`config.mk`:
```
export PLATFORM = sky130hd
export DESIGN_NAME = cbt_core
export DESIGN_NICKNAME = d
export VERILOG_FILES = /design/src/cbt_pkg.sv /design/src/cbt_core.sv
export SDC_FILE = /design/constraint.sdc
export NUM_CORES = 1
export LEC_CHECK = 0
export ABC_AREA = 1
export BUFFER_PORTS_ARGS = -buffer_cell sky130_fd_sc_hd__buf_2
export CORE_UTILIZATION = 62
export CTS_CLUSTER_SIZE = 24
export DETAILED_ROUTE_END_ITERATION = 12
export GPL_TIMING_DRIVEN = 0
export PLACE_DENSITY = 0.83
export SYNTH_ARGS = -nofsm -noshare
export SYNTH_HDL_FRONTEND = slang
export SYNTH_SLANG_ARGS = --single-unit
```
`constraint.sdc`:
```
create_clock -name sys_clk_i -period 4.8 [get_ports sys_clk_i]
set_input_delay 0.96 -clock sys_clk_i [delete_from_list [all_inputs] [get_ports sys_clk_i]]
set_output_delay 0.96 -clock sys_clk_i [all_outputs]
set_load 0.01 [all_outputs]
```
`src/cbt_pkg.sv`:
```
`default_nettype none
package cbt_pkg;
   // Register offsets
   localparam logic [7:0] CBT_OFS_TEC = 8'h1c;
   localparam logic [7:0] CBT_OFS_REC = 8'h1d;
   localparam logic [7:0] CBT_OFS_TIMING_C = 8'h28;
   localparam logic [7:0] CBT_OFS_TIMING_B = 8'h29;
   localparam logic [7:0] CBT_OFS_TIMING_A = 8'h2a;
   localparam logic [7:0] CBT_RST_TIMING = 8'h00;
   // Writable bits of timing_reg_c, the rest read as zero
   localparam logic [7:0] CBT_C_WMASK = 8'h47;
   // Field positions
   localparam int CBT_A_JW_HI = 7;
   localparam int CBT_A_JW_LO = 6;
   localparam int CBT_A_PRESC_HI = 5;
   localparam int CBT_B_PH2SRC = 7;
   localparam int CBT_B_TRIPLE = 6;
   localparam int CBT_B_PH1_HI = 5;
   localparam int CBT_B_PH1_LO = 3;
   localparam int CBT_B_PROP_HI = 2;
   localparam int CBT_C_WAKE = 6;
   localparam int CBT_C_PH2_HI = 2;
   // Timing and protocol counts
   localparam logic [3:0] CBT_IPT_TQ = 4'h2;
   localparam logic [2:0] CBT_STUFF_RUN = 3'h5;
   localparam logic [14:0] CBT_CRC_POLY = 15'h4599;
   localparam logic [8:0] CBT_TEC_STEP = 9'h008;
   localparam logic [8:0] CBT_TEC_BUSOFF = 9'h100;
   localparam logic [8:0] CBT_TEC_PASSIVE = 9'h080;
   localparam logic [8:0] CBT_TEC_WARN = 9'h060;
   localparam logic [7:0] CBT_REC_PASSIVE = 8'h80;
   localparam logic [7:0] CBT_REC_WARN = 8'h60;
   localparam logic [7:0] CBT_REC_CAP = 8'h7f;
   localparam logic [3:0] CBT_RECOV_BITS = 4'hb;
   localparam logic [6:0] CBT_RECOV_LAST = 7'h7f;
   localparam logic [3:0] CBT_EF_FLAG_BITS = 4'h6;
   localparam logic [3:0] CBT_EF_LAST = 4'hd;

   typedef enum logic [3:0] {
      SEG_SYNC = 4'b0001,
      SEG_PROP = 4'b0010,
      SEG_PH1 = 4'b0100,
      SEG_PH2 = 4'b1000
   } cbt_seg_t;

   typedef enum logic [2:0] {
      EST_ACTIVE = 3'b001,
      EST_PASSIVE = 3'b010,
      EST_BUSOFF = 3'b100
   } cbt_est_t;

   typedef enum logic [3:0] {
      FLD_IDLE = 4'h0, FLD_SOF = 4'h1, FLD_ARB = 4'h2, FLD_CTRL = 4'h3,
      FLD_DATA = 4'h4, FLD_CRC = 4'h5, FLD_CRC_DELIM = 4'h6,
      FLD_ACK_SLOT = 4'h7, FLD_ACK_DELIM = 4'h8, FLD_EOF = 4'h9,
      FLD_IFS = 4'ha
   } cbt_fld_t;

   typedef struct packed {
      cbt_fld_t fld;
      logic tx_active;
      logic tx_bit;
   } cbt_frame_ctx_t;

   typedef struct packed {
      logic [2:0] rx_sync;
      logic rx_filt;
      logic [7:0] timing_reg_a;
      logic [7:0] timing_reg_b;
      logic [7:0] timing_reg_c;
      logic [6:0] presc_cnt;
      cbt_seg_t seg;
      logic [3:0] seg_cnt;
      logic [3:0] ph1_ext;
      logic [3:0] ph2_cut;
      logic [4:0] bit_tq;
      logic synced;
      logic prev_smp;
      logic [1:0] half_smp;
      logic rx_bit;
      logic rx_valid;
      logic bit_start;
      logic tx_pin;
      logic [2:0] run_cnt;
      logic run_val;
      logic [14:0] crc_calc;
      logic [14:0] crc_recv;
      logic [8:0] transmit_error_count;
      logic [7:0] receive_error_count;
      cbt_est_t est;
      logic [3:0] idle_bits;
      logic [6:0] idle_seqs;
      logic [3:0] ef_cnt;
      logic ef_act;
      logic ef_pend;
      logic retx;
      logic [4:0] err_kind;
      logic warn;
      logic [7:0] rdata;
   } cbt_state_t;
endpackage
`default_nettype wire

```
`src/cbt_core.sv`:
```
// How it works
// RULE1 - Timing registers take writes only while configuration mode is on.
// RULE2 - One quantum lasts two times prescaler plus one clock cycles.
// RULE3 - Jump width codes 0 to 3 give one to four quanta.
// RULE4 - Propagation segment lasts its field plus one quanta.
// RULE5 - Phase one lasts its field plus one quanta; its end samples.
// RULE6 - Triple sampling takes majority of three samples half a quantum apart.
// RULE7 - Without triple sampling the line is read once at phase one end.
// RULE8 - Phase two comes from register c, or max of phase one and two.
// RULE9 - Phase two field plus one quanta; host keeps it at two or more.
// RULE10 - Register c bit six enables the wake-up filter.
// RULE11 - Receiver checks the CRC over start through data, error on mismatch.
// RULE12 - Transmitter seeing recessive acknowledge slot flags acknowledge error.
// RULE13 - Dominant level in delimiters, end of frame or interframe is form error.
// RULE14 - Sent bit differing from bus is bit error, except a recessive bit sent in arbitration or ack slot.
// RULE15 - Six equal bits from start of frame through CRC is stuff error.
// RULE16 - Any error short of bus-off entry aborts, sends an error frame and, when transmitting, asks for a retry.
// RULE17 - Active nodes flag with dominant bits, passive nodes with recessive.
// RULE18 - Bus-off node neither transmits nor receives.
// RULE19 - Passive when either counter reaches 128, else active.
// RULE20 - Transmit counter reaching 256 means bus-off.
// RULE21 - Bus-off ends alone after 128 runs of 11 recessive bits.
// RULE22 - Counters move by the usual CAN steps and are readable.
// RULE23 - Warning flag follows either counter at or above 96.
// RULE24 - Each bit opens with a one-quantum synchronization segment.
// RULE25 - Large phase errors stretch phase one or trim phase two by jump width.
// RULE26 - Bit time is sync plus propagation plus both phase segments.
`timescale 1ns/10ps
`default_nettype none
module cbt_core
   import cbt_pkg::*;
(
   input wire logic sys_clk_i,
   input wire logic rst_n_i,
   input wire logic bus_receive_pin_i,
   input wire cbt_frame_ctx_t ctx_i,
   input wire logic config_mode_i,
   input wire logic tx_ok_i,
   input wire logic rx_ok_i,
   input wire logic [7:0] reg_addr_i,
   input wire logic [7:0] reg_wdata_i,
   input wire logic reg_wr_i,
   input wire logic reg_rd_i,
   output logic [7:0] reg_rdata_o,
   output logic bus_transmit_o,
   output logic rx_bit_o,
   output logic rx_valid_o,
   output logic bit_start_o,
   output logic [4:0] err_kind_o,
   output logic err_frame_o,
   output logic retransmit_o,
   output logic error_warning_flag_o,
   output logic err_passive_o,
   output logic bus_off_o,
   output logic wakeup_filter_enable_o
);

   cbt_state_t state_ff;
   cbt_state_t nxt_state;

   logic [7:0] ta;
   logic [7:0] tb;
   logic [7:0] tc;
   logic [3:0] jump_width;
   logic [3:0] propagation_length;
   logic [3:0] ph1_base;
   logic [3:0] phase_one_length;
   logic [3:0] ph2_base;
   logic [3:0] phase_two_length;
   logic [3:0] seg_len;
   logic tq_tick;
   logic half_tick;
   logic seg_end;
   logic smp_evt;
   logic new_filt;
   logic smp_val;

   assign ta = state_ff.timing_reg_a;
   assign tb = state_ff.timing_reg_b;
   assign tc = state_ff.timing_reg_c;
   assign jump_width = {2'b00, ta[CBT_A_JW_HI:CBT_A_JW_LO]} + 4'h1; // RULE3
   assign propagation_length = {1'b0, tb[CBT_B_PROP_HI:0]} + 4'h1; // RULE4
   assign ph1_base = {1'b0, tb[CBT_B_PH1_HI:CBT_B_PH1_LO]} + 4'h1; // RULE5
   assign phase_one_length = ph1_base + state_ff.ph1_ext; // RULE25

   always_comb begin
      if (tb[CBT_B_PH2SRC]) begin
         ph2_base = {1'b0, tc[CBT_C_PH2_HI:0]} + 4'h1; // RULE9
      end else if (ph1_base > CBT_IPT_TQ) begin
         ph2_base = ph1_base; // RULE8
      end else begin
         ph2_base = CBT_IPT_TQ; // RULE8
      end
   end

   assign phase_two_length = ph2_base - state_ff.ph2_cut; // RULE25

   always_comb begin
      case (state_ff.seg) // RULE26
         SEG_SYNC: seg_len = 4'h1; // RULE24
         SEG_PROP: seg_len = propagation_length;
         SEG_PH1: seg_len = phase_one_length;
         SEG_PH2: seg_len = phase_two_length;
         default: seg_len = 4'h1;
      endcase
   end

   // Quantum is 2*(prescaler+1) clocks; half quantum falls mid-count
   assign tq_tick = state_ff.presc_cnt == {ta[CBT_A_PRESC_HI:0], 1'b1}; // RULE2
   assign half_tick = tq_tick ||
      (state_ff.presc_cnt == {1'b0, ta[CBT_A_PRESC_HI:0]}); // RULE6
   assign seg_end = tq_tick && ((state_ff.seg_cnt + 4'h1) == seg_len);
   assign smp_evt = seg_end && (state_ff.seg == SEG_PH1); // RULE5

   // Level changes only once stages two and three agree
   assign new_filt = (state_ff.rx_sync[1] == state_ff.rx_sync[2]) ?
      state_ff.rx_sync[2] : state_ff.rx_filt;

   always_comb begin
      if (tb[CBT_B_TRIPLE]) begin
         smp_val = (state_ff.half_smp[1] & state_ff.half_smp[0]) |
            (state_ff.half_smp[1] & state_ff.rx_filt) |
            (state_ff.half_smp[0] & state_ff.rx_filt); // RULE6
      end else begin
         smp_val = state_ff.rx_filt; // RULE7
      end
   end

   function automatic logic [14:0] crc_step(input logic [14:0] c,
                                            input logic b);
      crc_step = {c[13:0], 1'b0} ^ ((b ^ c[14]) ? CBT_CRC_POLY : 15'h0000);
   endfunction

   always_comb begin
      logic fall;
      logic restart;
      logic stuff_bit;
      logic checks_on;
      logic [4:0] kind;
      logic [3:0] rem;
      logic [8:0] t9;
      logic [7:0] r8;
      fall = 1'b0;
      restart = 1'b0;
      stuff_bit = 1'b0;
      checks_on = 1'b0;
      kind = 5'h00;
      rem = 4'h0;
      t9 = state_ff.transmit_error_count;
      r8 = state_ff.receive_error_count;
      nxt_state = state_ff;
      nxt_state.rx_sync = {state_ff.rx_sync[1:0], bus_receive_pin_i};
      nxt_state.rx_filt = new_filt;
      nxt_state.rx_valid = 1'b0;
      nxt_state.bit_start = 1'b0;
      nxt_state.retx = 1'b0;
      nxt_state.err_kind = 5'h00;

      // Quantum and segment sequencing
      nxt_state.presc_cnt = tq_tick ? 7'h00 : state_ff.presc_cnt + 7'h01;
      if (half_tick) begin
         nxt_state.half_smp = {state_ff.half_smp[0], state_ff.rx_filt};
      end
      if (tq_tick) begin
         if (state_ff.bit_tq != 5'h1f) begin
            nxt_state.bit_tq = state_ff.bit_tq + 5'h01;
         end
         nxt_state.seg_cnt = state_ff.seg_cnt + 4'h1;
         if (seg_end) begin
            nxt_state.seg_cnt = 4'h0;
            case (state_ff.seg) // RULE26
               SEG_SYNC: nxt_state.seg = SEG_PROP;
               SEG_PROP: nxt_state.seg = SEG_PH1;
               SEG_PH1: nxt_state.seg = SEG_PH2;
               default: begin
                  nxt_state.seg = SEG_SYNC; // RULE24
                  nxt_state.bit_tq = 5'h00;
                  nxt_state.ph1_ext = 4'h0;
                  nxt_state.ph2_cut = 4'h0;
                  nxt_state.synced = 1'b0;
                  nxt_state.bit_start = 1'b1;
               end
            endcase
         end
      end

      // One sync per bit, only after a recessive sample
      fall = state_ff.rx_filt & ~new_filt;
      if (fall && !state_ff.synced && state_ff.prev_smp) begin
         nxt_state.synced = 1'b1;
         rem = phase_two_length - state_ff.seg_cnt;
         if (ctx_i.fld == FLD_IDLE) begin
            restart = 1'b1;
         end else if (state_ff.seg == SEG_PH2) begin
            if (rem <= jump_width) begin
               restart = 1'b1; // RULE25
            end else begin
               nxt_state.ph2_cut = jump_width; // RULE25
            end
         end else if (state_ff.seg != SEG_SYNC &&
                      !(ctx_i.tx_active && !ctx_i.tx_bit)) begin
            if (state_ff.bit_tq <= {1'b0, jump_width}) begin
               restart = 1'b1; // RULE25
            end else begin
               nxt_state.ph1_ext = jump_width; // RULE25
            end
         end
      end
      if (restart) begin
         // Edge becomes the sync segment of a fresh bit
         nxt_state.seg = SEG_SYNC; // RULE24
         nxt_state.seg_cnt = 4'h0;
         nxt_state.presc_cnt = 7'h00;
         nxt_state.bit_tq = 5'h00;
         nxt_state.ph1_ext = 4'h0;
         nxt_state.ph2_cut = 4'h0;
         nxt_state.bit_start = 1'b1;
      end

      // Sample point work
      checks_on = smp_evt && (state_ff.est != EST_BUSOFF) &&
         !state_ff.ef_act && !state_ff.ef_pend;
      if (smp_evt) begin
         nxt_state.prev_smp = smp_val;
         nxt_state.rx_bit = smp_val;
      end
      if (checks_on && ctx_i.fld >= FLD_SOF && ctx_i.fld <= FLD_CRC) begin
         stuff_bit = (state_ff.run_cnt == CBT_STUFF_RUN) &&
            (smp_val != state_ff.run_val);
         if (ctx_i.fld == FLD_SOF) begin
            nxt_state.run_cnt = 3'h1;
            nxt_state.run_val = smp_val;
            nxt_state.crc_calc = crc_step(15'h0000, smp_val); // RULE11
            nxt_state.crc_recv = 15'h0000;
         end else begin
            if (smp_val == state_ff.run_val) begin
               nxt_state.run_cnt = state_ff.run_cnt + 3'h1;
               kind[3] = state_ff.run_cnt == CBT_STUFF_RUN; // RULE15
            end else begin
               nxt_state.run_cnt = 3'h1;
               nxt_state.run_val = smp_val;
            end
            if (!stuff_bit && ctx_i.fld != FLD_CRC) begin
               nxt_state.crc_calc = crc_step(state_ff.crc_calc,
                                             smp_val); // RULE11
            end else if (!stuff_bit) begin
               nxt_state.crc_recv = {state_ff.crc_recv[13:0], smp_val};
            end
         end
      end
      if (checks_on) begin
         kind[0] = ctx_i.fld == FLD_CRC_DELIM && !ctx_i.tx_active &&
            state_ff.crc_recv != state_ff.crc_calc; // RULE11
         kind[1] = ctx_i.tx_active && ctx_i.fld == FLD_ACK_SLOT &&
            smp_val; // RULE12
         kind[2] = !smp_val && (ctx_i.fld == FLD_CRC_DELIM ||
            ctx_i.fld == FLD_ACK_DELIM || ctx_i.fld == FLD_EOF ||
            ctx_i.fld == FLD_IFS); // RULE13
         kind[4] = ctx_i.tx_active && (smp_val != ctx_i.tx_bit) &&
            !(ctx_i.tx_bit && (ctx_i.fld == FLD_ARB ||
            ctx_i.fld == FLD_ACK_SLOT)); // RULE14
      end
      if (|kind) begin
         nxt_state.err_kind = kind;
         nxt_state.ef_pend = 1'b1; // RULE16
         nxt_state.retx = ctx_i.tx_active; // RULE16
         if (ctx_i.tx_active) begin
            t9 = (t9 >= CBT_TEC_BUSOFF - CBT_TEC_STEP) ?
               CBT_TEC_BUSOFF : t9 + CBT_TEC_STEP; // RULE22
         end else if (r8 != 8'hff) begin
            r8 = r8 + 8'h01; // RULE22
         end
      end
      if (state_ff.est != EST_BUSOFF) begin
         if (tx_ok_i && t9 != 9'h000) begin
            t9 = t9 - 9'h001; // RULE22
         end
         if (rx_ok_i && r8 > CBT_REC_CAP) begin
            r8 = CBT_REC_CAP; // RULE22
         end else if (rx_ok_i && r8 != 8'h00) begin
            r8 = r8 - 8'h01; // RULE22
         end
      end

      // Error state
      if (state_ff.est == EST_BUSOFF) begin
         if (smp_evt && smp_val) begin
            nxt_state.idle_bits = state_ff.idle_bits + 4'h1;
            if (state_ff.idle_bits + 4'h1 == CBT_RECOV_BITS) begin
               nxt_state.idle_bits = 4'h0;
               nxt_state.idle_seqs = state_ff.idle_seqs + 7'h01;
               if (state_ff.idle_seqs == CBT_RECOV_LAST) begin
                  nxt_state.est = EST_ACTIVE; // RULE21
                  t9 = 9'h000;
                  r8 = 8'h00;
               end
            end
         end else if (smp_evt) begin
            nxt_state.idle_bits = 4'h0;
         end
      end else if (t9 >= CBT_TEC_BUSOFF) begin
         nxt_state.est = EST_BUSOFF; // RULE20
         nxt_state.idle_bits = 4'h0;
         nxt_state.idle_seqs = 7'h00;
         nxt_state.ef_act = 1'b0;
         nxt_state.ef_pend = 1'b0;
      end else if (t9 >= CBT_TEC_PASSIVE || r8 >= CBT_REC_PASSIVE) begin
         nxt_state.est = EST_PASSIVE; // RULE19
      end else begin
         nxt_state.est = EST_ACTIVE; // RULE19
      end
      nxt_state.transmit_error_count = t9;
      nxt_state.receive_error_count = r8;
      nxt_state.warn = (t9 >= CBT_TEC_WARN) || (r8 >= CBT_REC_WARN); // RULE23
      nxt_state.rx_valid = smp_evt && nxt_state.est != EST_BUSOFF; // RULE18

      // Error frame: six flag bits then eight recessive delimiter bits
      if (nxt_state.bit_start && nxt_state.est != EST_BUSOFF) begin
         if (state_ff.ef_act) begin
            nxt_state.ef_act = state_ff.ef_cnt != CBT_EF_LAST;
            nxt_state.ef_cnt = state_ff.ef_cnt + 4'h1;
         end else if (nxt_state.ef_pend) begin
            nxt_state.ef_act = 1'b1; // RULE16
            nxt_state.ef_pend = 1'b0;
            nxt_state.ef_cnt = 4'h0;
         end
      end
      if (nxt_state.est == EST_BUSOFF) begin
         nxt_state.tx_pin = 1'b1; // RULE18
      end else if (nxt_state.bit_start) begin
         if (nxt_state.ef_act) begin
            // Passive flags stay recessive so they cannot disturb others
            nxt_state.tx_pin = (nxt_state.ef_cnt >= CBT_EF_FLAG_BITS) ||
               nxt_state.est == EST_PASSIVE; // RULE17
         end else begin
            nxt_state.tx_pin = !ctx_i.tx_active || ctx_i.tx_bit;
         end
      end

      // Register access
      if (reg_wr_i && config_mode_i) begin
         if (reg_addr_i == CBT_OFS_TIMING_A) begin
            nxt_state.timing_reg_a = reg_wdata_i; // RULE1
         end else if (reg_addr_i == CBT_OFS_TIMING_B) begin
            nxt_state.timing_reg_b = reg_wdata_i; // RULE1
         end else if (reg_addr_i == CBT_OFS_TIMING_C) begin
            nxt_state.timing_reg_c = reg_wdata_i & CBT_C_WMASK; // RULE1
         end
      end
      if (reg_rd_i) begin
         if (reg_addr_i == CBT_OFS_TEC) begin
            nxt_state.rdata = state_ff.transmit_error_count[8] ? 8'hff : state_ff.transmit_error_count[7:0];
         end else if (reg_addr_i == CBT_OFS_REC) begin
            nxt_state.rdata = state_ff.receive_error_count; // RULE22
         end else if (reg_addr_i == CBT_OFS_TIMING_A) begin
            nxt_state.rdata = ta;
         end else if (reg_addr_i == CBT_OFS_TIMING_B) begin
            nxt_state.rdata = tb;
         end else if (reg_addr_i == CBT_OFS_TIMING_C) begin
            nxt_state.rdata = tc;
         end else begin
            nxt_state.rdata = 8'h00;
         end
      end
   end

   always_ff @(posedge sys_clk_i or negedge rst_n_i) begin
      if (!rst_n_i) begin
         state_ff <= '0;
         state_ff.rx_sync <= 3'h7;
         state_ff.rx_filt <= 1'b1;
         state_ff.timing_reg_a <= CBT_RST_TIMING;
         state_ff.timing_reg_b <= CBT_RST_TIMING;
         state_ff.timing_reg_c <= CBT_RST_TIMING;
         state_ff.seg <= SEG_SYNC;
         state_ff.prev_smp <= 1'b1;
         state_ff.tx_pin <= 1'b1;
         state_ff.est <= EST_ACTIVE;
      end else begin
         state_ff <= nxt_state;
      end
   end

   assign reg_rdata_o = state_ff.rdata;
   assign bus_transmit_o = state_ff.tx_pin;
   assign rx_bit_o = state_ff.rx_bit;
   assign rx_valid_o = state_ff.rx_valid;
   assign bit_start_o = state_ff.bit_start;
   assign err_kind_o = state_ff.err_kind;
   assign err_frame_o = state_ff.ef_act;
   assign retransmit_o = state_ff.retx;
   assign error_warning_flag_o = state_ff.warn;
   assign err_passive_o = state_ff.est[1];
   assign bus_off_o = state_ff.est[2];
   assign wakeup_filter_enable_o = tc[CBT_C_WAKE]; // RULE10
endmodule // cbt_core
`default_nettype wire

```
==> results of run 1 <==
[worst max-delay path by stage]
| stage | startpoint | end | slack, ns | cells after the start |
|---|---|---|---|---|
| final | tc[0]$_DFFE_PN0P_ | error_warning_flag_o$_DFF_PN0_ | 0.07 | 32 |
| after global routing | tb[7]$_DFFE_PN0P_ | bus_transmit_o$_DFFE_PN1P_ | -0.14 | 33 |
| after global placement | tb[5]$_DFFE_PN0P_ | bus_transmit_o$_DFFE_PN1P_ | -0.13 | 34 |
| after floorplan | tb[5]$_DFFE_PN0P_ | error_warning_flag_o$_DFF_PN0_ | 0.61 | 32 |
| after CTS | tb[4]$_DFFE_PN0P_ | bus_transmit_o$_DFFE_PN1P_ | 0.02 | 34 |
| after detailed placement | tb[5]$_DFFE_PN0P_ | bus_transmit_o$_DFFE_PN1P_ | -0.18 | 34 |
[synth_stat cells, types with 16 or more instances]
cell type	count
nand2_1	295
inv_1	199
dfrtp_1	138
nor2_1	125
o21ai_0	90
nand3_1	80
a21oi_1	36
ha_1	34
xor2_1	24
nor3_1	21
nand4_1	20
xnor2_1	18
o31ai_1	16
[metal layers]
| layer | up-vias | part of all wire | track usage |
|---|---|---|---|
| met5 | - | 0 | 0 |
| li1 | 4160 | - | - |
| met1 | 4109 | 0.42 | 0.402 |
| met3 | 58 | 0.063 | 0.0526 |
| met2 | 365 | 0.49 | 0.532 |
| met4 | 0 | 0.026 | 0.132 |
[metrics by stage]
step | util | cell area, sq um | power, mW | hold slack [ns]
after floorplan | - | 9160 | 2.35 | 0.345
after global placement | 0.666 | 9640 | 2.57 | 0.346
after detailed placement | 0.668 | 9680 | 2.62 | 0.348
after CTS | 0.717 | 10400 | 4.12 | 0.357
after global routing | 0.739 | 10700 | 4.47 | 0.358
final | 0.739 | 10700 | 4.25 | 0.356
[flip-flops by register name (all words and copies together), names as in the netlist]
| register | cells |
|---|---|
| err_passive_o | 1 |
| ta | 8 |
| rx_bit_o | 1 |
| rx_valid_o | 1 |
| nxt_state | 2 |
| err_frame_o | 1 |
| err_kind_o | 5 |
| state_ff | 102 |
| tc | 4 |
| bus_transmit_o | 1 |
| bus_off_o | 1 |
| reg_rdata_o | 8 |
| error_warning_flag_o | 1 |
| tb | 8 |
| bit_start_o | 1 |
| retransmit_o | 1 |
[cells by family after synthesis]
logic type      count (synthesis)
compound gates                188
fa+ha+maj                      38
mux                             3
xor+xnor                       42
simple gates                  578
flops                         146
buf+inv                       243
[placed cells by master (no fill, tap or decap), drive strengths merged, types with 5 or more instances in the layout]
cell / netlist / layout
nand2: 303 / 303
inv: 210 / 215
dfrtp: 138 / 138
nor2: 135 / 135
o21ai: 97 / 97
buf: 15 / 90
nand3: 84 / 84
a21oi: 37 / 37
ha: 34 / 34
clkbuf: 14 / 31
xor2: 24 / 24
nand4: 22 / 22
nor3: 21 / 21
xnor2: 18 / 18
o31ai: 16 / 16
o22ai: 14 / 14
dfstp: 8 / 8
clkinv: 4 / 8
bufinv: 0 / 5
[critical path, delay by kind of cell (launching register included)]
family | cells | cell delay, ns
flip-flops | 1 | 0.41
XOR/XNOR | 1 | 0.19
buffers and inverters | 6 | 0.65
AND/OR/NAND/NOR | 20 | 2.19
AO/OA/AOI/OAI | 2 | 0.23
adder cells (fa/ha/maj) | 3 | 0.95
[area by class of cell]
class	count	area [sq um]
clock inverter	15	228
tap	184	230
fill	1053	3770
inverter	214	803
buffer	29	170
sequential	146	3670
clock buffer	17	425
multi-input combinational	849	4720
timing repair buffer	75	462
[what timing repair did]
action,in CTS,in global routing
pin swaps,3,23
setup buffers,6,17
resized for setup,2,54
setup endpoints to repair,8,41
[power by group]
part | internal, mW | switching, mW | total, mW
sequential | 1.39 | 0.166 | 1.55
combinational | 0.456 | 0.748 | 1.20
clock | 0.929 | 0.563 | 1.49
==> results.cfg, run 1 <==
[outcome]
status = finished, violations left
violations = DRC

[min_path]
holdCritStartpoint = nxt_state[148]$_DFF_PN1_
hold_path_depth = 0
hold_path_class = flop to flop
worstHoldEndpoint = nxt_state[149]$_DFF_PN1_

[sta]
hold_violations = 0
min_period_ns = 4.73
fin_setup_tns_ns = 0
fin_ws_ns = 0.0679
clock.fmax_mhz = 211
skew_ns = 0.00707
setup-violations-final = 0
worst_pin_slew_ns = 0.844
relSlewSlack = 0.430
maxSlewViolCount = 0
finalCritPeriodShare = 0.986

[yosys]
synthMuxAreaShare = 0.00369
synth_ff_type = dfrtp_1
syn_area_sq_mm = 0.00916
seq_area_frac_synth = 0.400
synth-simple-area-share = 0.277
synth_top_family_by_area = simple AND/OR/NAND/NOR gates
synth.area.top_cells = dfrtp_1 (38%), nand2_1 (12%), inv_1 (8.2%)
synth-seq-cells = 146
synth.avg_cell_area_sq_um = 7.40
yosys.area.top_type = dfrtp_1
synth.yosys.warnings = 0
synth_fa_ha_area_frac = 0.0541
yosysTopAreaCellShare = 0.377
synth_compound_area_frac = 0.119
synthesis.nets = 1305
synth_edf_count = 0
ys_async_sr_fraction = 1.00
synth-xor-area-share = 0.0402
syn-instance-count = 1238
ys_types = 53

[routing]
first_pass_iters = 10
finalWirelength_mm = 24.0
drc = 1
first_iter_violations = 935
num_vias = 8692
final_antenna_net_count = 0
avgRoutedWirePerCell_um = 15.7
detail_route.vias_per_cell = 5.68

[power]
leakagePower_nw = 5.49
power_density_mw_per_mm2 = 397
ir_worst_vdd_mv = 0.286

[placement]
post-place-ws_ns = -0.185
portBuffers = 51
dp_hpwl_mm = 16.4
gp_congestion = 0.929
dp_cells = 1474

[grt]
grt_pass1_wl_mm = 36.9
grt.total_usage = 0.316
grt_pass1_vias = 8002
grt_overflow = 0
antenna_found_initial = 0
grt_max_degree = 89

[setup_path]
crit_path_start_kind = flop
max_stage_delay_ns = 0.59
setup.worst_path.class = flop to flop
cp_max_fo = 7
ff2ff_path_depth = 32
r2r_end = error_warning_flag_o$_DFF_PN0_
r2r_start = tc[0]$_DFFE_PN0P_
crit_required_ns = 5.16
worstPathArrival_ns = 5.09
ff2ff_setup_slack_ns = 0.07
cp-end-kind = flop
cp_slowest_cell = fa_2
critPathMostFrequentCell = nand2_2

[die]
coreArea_sq_mm = 0.0145
die_w_um = 124
io_pins = 53
die_area_sq_mm = 0.0153
start_util = 0.632
die_h_um = 124
fp-row-count = 44

[final_layout]
fin_cells = 1529
syn_to_final_growth_pct = 16.9
finalNetCount = 1399
antenna_cells = 0
drive_gt1_frac = 0.162

[clock_tree]
cts-htree-levels = 4
hold_buffers = 0
cts_sinks = 146
cts_inserted_buffers = 17
ctsRootBufferMaster = clkbuf_16
clk_latency_ns = 0.44
cts_tree = built
cts_buffer_depth = 2
clkTransAtPathRegs_ns = 0.06

[run]
cap_viol_max_count = 0
Note: power is estimated with default switching activity, not from simulation.
==> run 2, diff against run 1 <==
--- a/config.mk
+++ b/config.mk
@@ -5,7 +5,6 @@
 export SDC_FILE = /design/constraint.sdc
 export NUM_CORES = 1
 export LEC_CHECK = 0
-export ABC_AREA = 1
 export BUFFER_PORTS_ARGS = -buffer_cell sky130_fd_sc_hd__buf_2
 export CORE_UTILIZATION = 62
 export CTS_CLUSTER_SIZE = 24
==> results.cfg, run 2 <==
[grt]
grt.total_usage = 0.316
antenna_found_initial = 0
grt_pass1_wl_mm = 39.5
grt_pass1_vias = 8048
grt_max_degree = 87
grt_overflow = 0

[clock_tree]
cts-htree-levels = 4
cts_buffer_depth = 2
cts_inserted_buffers = 17
clkTransAtPathRegs_ns = 0.06
cts_sinks = 146
cts_tree = built
clk_latency_ns = 0.44
ctsRootBufferMaster = clkbuf_16

[setup_path]
max_stage_delay_ns = 0.53
ff2ff_path_depth = 19
r2r_start = tb[4]$_DFFE_PN0P_
crit_required_ns = 5.12
setup.worst_path.class = flop to flop
cp-end-kind = flop
crit_path_start_kind = flop
path_cells = nor2_1 -> nor2_1 -> o21ai_1 -> ha_2 -> fa_2 -> fa_1 -> inv_1 -> ha_1 -> a21o_1 -> a21oi_1 -> a31oi_1 -> nor4_1 -> o311a_1 -> o21ba_4 -> a21o_1 -> a31oi_4 -> buf_4 -> a21oi_1 -> or2_2
cp_max_fo = 8
ff2ff_setup_slack_ns = 0.13
r2r_end = state_ff[18]$_DFF_PN0_
cp_slowest_cell = fa_1
worstPathArrival_ns = 4.99

[routing]
first_iter_violations = 688
num_vias = 8405
detail_route.vias_per_cell = 6.28
first_pass_iters = 9
finalWirelength_mm = 24.2
drc = 7
avgRoutedWirePerCell_um = 18.1
final_antenna_net_count = 0

[yosys]
yosysMostFrequentCell = dfrtp_1
yosys.area.top_type = dfrtp_1
synth-seq-cells = 146
synthesis.nets = 1126
synth.area.top_cells = dfrtp_1 (37%), nand2_1 (4.9%), ha_1 (4.5%)
synth.top_cells.by_count = dfrtp_1 (138), nand2_1 (124), nor2_1 (99), o21ai_0 (75), a21oi_1 (48)
seq_area_frac_synth = 0.388
ys_async_sr_fraction = 1.00
syn_area_sq_mm = 0.00943
synth.yosys.warnings = 0
syn-instance-count = 1059
yosysTopAreaCellShare = 0.366
synth_edf_count = 0
synth_ff_type = dfrtp_1
synth.avg_cell_area_sq_um = 8.91
ys_types = 95

[run]
cap_viol_max_count = 0

[power]
leakagePower_nw = 4.77
power_density_mw_per_mm2 = 439
ir_worst_vdd_mv = 0.335
total_power_mw = 4.79

[final_layout]
antenna_cells = 0
num-fill-cells = 1042
multi_input_area_sq_mm = 0.00557
largest_reg_flops = 102
syn_to_final_growth_pct = 15.6
finalNetCount = 1208
fin_cells = 1338
final_common_cell = dfrtp_1
largest_register = state_ff
ff_latch_area_sq_mm = 0.00367
drive_gt1_frac = 0.192
fin_area_sq_mm = 0.0109
layout_common_cells = dfrtp_1 (135), nand2_1 (121), nor2_1 (98)

[die]
die_h_um = 125
coreArea_sq_mm = 0.0147
io_pins = 53
fp-row-count = 44
die_area_sq_mm = 0.0157
start_util = 0.642
die_w_um = 125

[min_path]
holdCritStartpoint = nxt_state[148]$_DFF_PN1_
worstHoldEndpoint = nxt_state[149]$_DFF_PN1_
hold_path_class = flop to flop
hold_path_depth = 0

[placement]
place_area_sq_mm = 0.00995
portBuffers = 50
post-place-ws_ns = -0.704
gp_congestion = 0.937
dp_hpwl_mm = 16.6
dp_cells = 1294

[sta]
skew_ns = 0.00851
min_period_ns = 4.67
setup-violations-final = 0
maxSlewViolCount = 0
fin_ws_ns = 0.127
hold_violations = 0
finalCritPeriodShare = 0.974
clock.fmax_mhz = 214
relSlewSlack = 0.118
hold_ws_ns = 0.359
worst_pin_slew_ns = 1.32

[outcome]
status = finished, violations left
violations = DRC
## run 2: worst max-delay path by stage
stage,cells after the start,to,start
4_1_cts,20,bus_transmit_o$_DFFE_PN1P_,tb[4]$_DFFE_PN0P_
3_5_place_dp,19,bus_transmit_o$_DFFE_PN1P_,tb[4]$_DFFE_PN0P_
3_3_place_gp,19,bus_transmit_o$_DFFE_PN1P_,tb[4]$_DFFE_PN0P_
6_report,19,state_ff[18]$_DFF_PN0_,tb[4]$_DFFE_PN0P_
5_1_grt,19,state_ff[18]$_DFF_PN0_,tb[4]$_DFFE_PN0P_
2_1_floorplan,19,bus_transmit_o$_DFFE_PN1P_,tb[4]$_DFFE_PN0P_
## run 2: critical path: cells and delay by family (launching register included)
| kind | cells | cell delay (ns) |
|---|---|---|
| AOI/OAI and AO/OA | 9 | 1.54 |
| adders and majority gates | 4 | 1.57 |
| buffers and inverters | 2 | 0.21 |
| DFF | 1 | 0.47 |
| and+or+nand+nor | 4 | 0.75 |
## run 2: stage by stage
stage	utilization	TNS, ns
2_1_floorplan	-	0
3_3_place_gp	0.674	-6.02
3_5_place_dp	0.677	-8.83
4_1_cts	0.725	0
5_1_grt	0.742	-0.246
6_report	0.742	0
## run 2: cell type report
cell class | count | area share
inverter | 42 | 0.0145
buffer | 60 | 0.0272
timing repair buffer | 65 | 0.0357
multi-input combinational | 809 | 0.511
clock buffer | 17 | 0.0390
clock inverter | 15 | 0.0157
tap | 184 | 0.0211
sequential | 146 | 0.336
## run 2: cells by family (layout without fill, tap and decap cells)
group,count (synthesis),count (layout),synth area share
mux,29,29,0.0336
fa+ha+maj,38,38,0.0525
compound gates,264,264,0.196
simple gates,400,400,0.208
xor+xnor,78,78,0.0724
flops,146,146,0.388
buf+inv,104,199,0.0489
## run 2: per-layer routing
metal,vias up,routed length [um],track usage
met2,347,11600,0.512
li1,3946,-,-
met3,55,1620,0.0603
met5,-,0,0
met1,4057,10400,0.422
met4,0,595,0.123
## run 2: repair_timing
action	in CTS	in global routing
resized for setup	21	31
setup endpoints to repair	49	20
buffers inserted	3	11
pin swaps	5	13
hold buffers	0	0
endpoints found under the hold margin	0	0
## run 2: report_power, final
group / internal [mW] / switching [mW] / leakage, nW
combinational: 0.723 / 1.01 / 2.61
sequential: 1.45 / 0.250 / 1.87
clock: 0.780 / 0.575 / 0.285
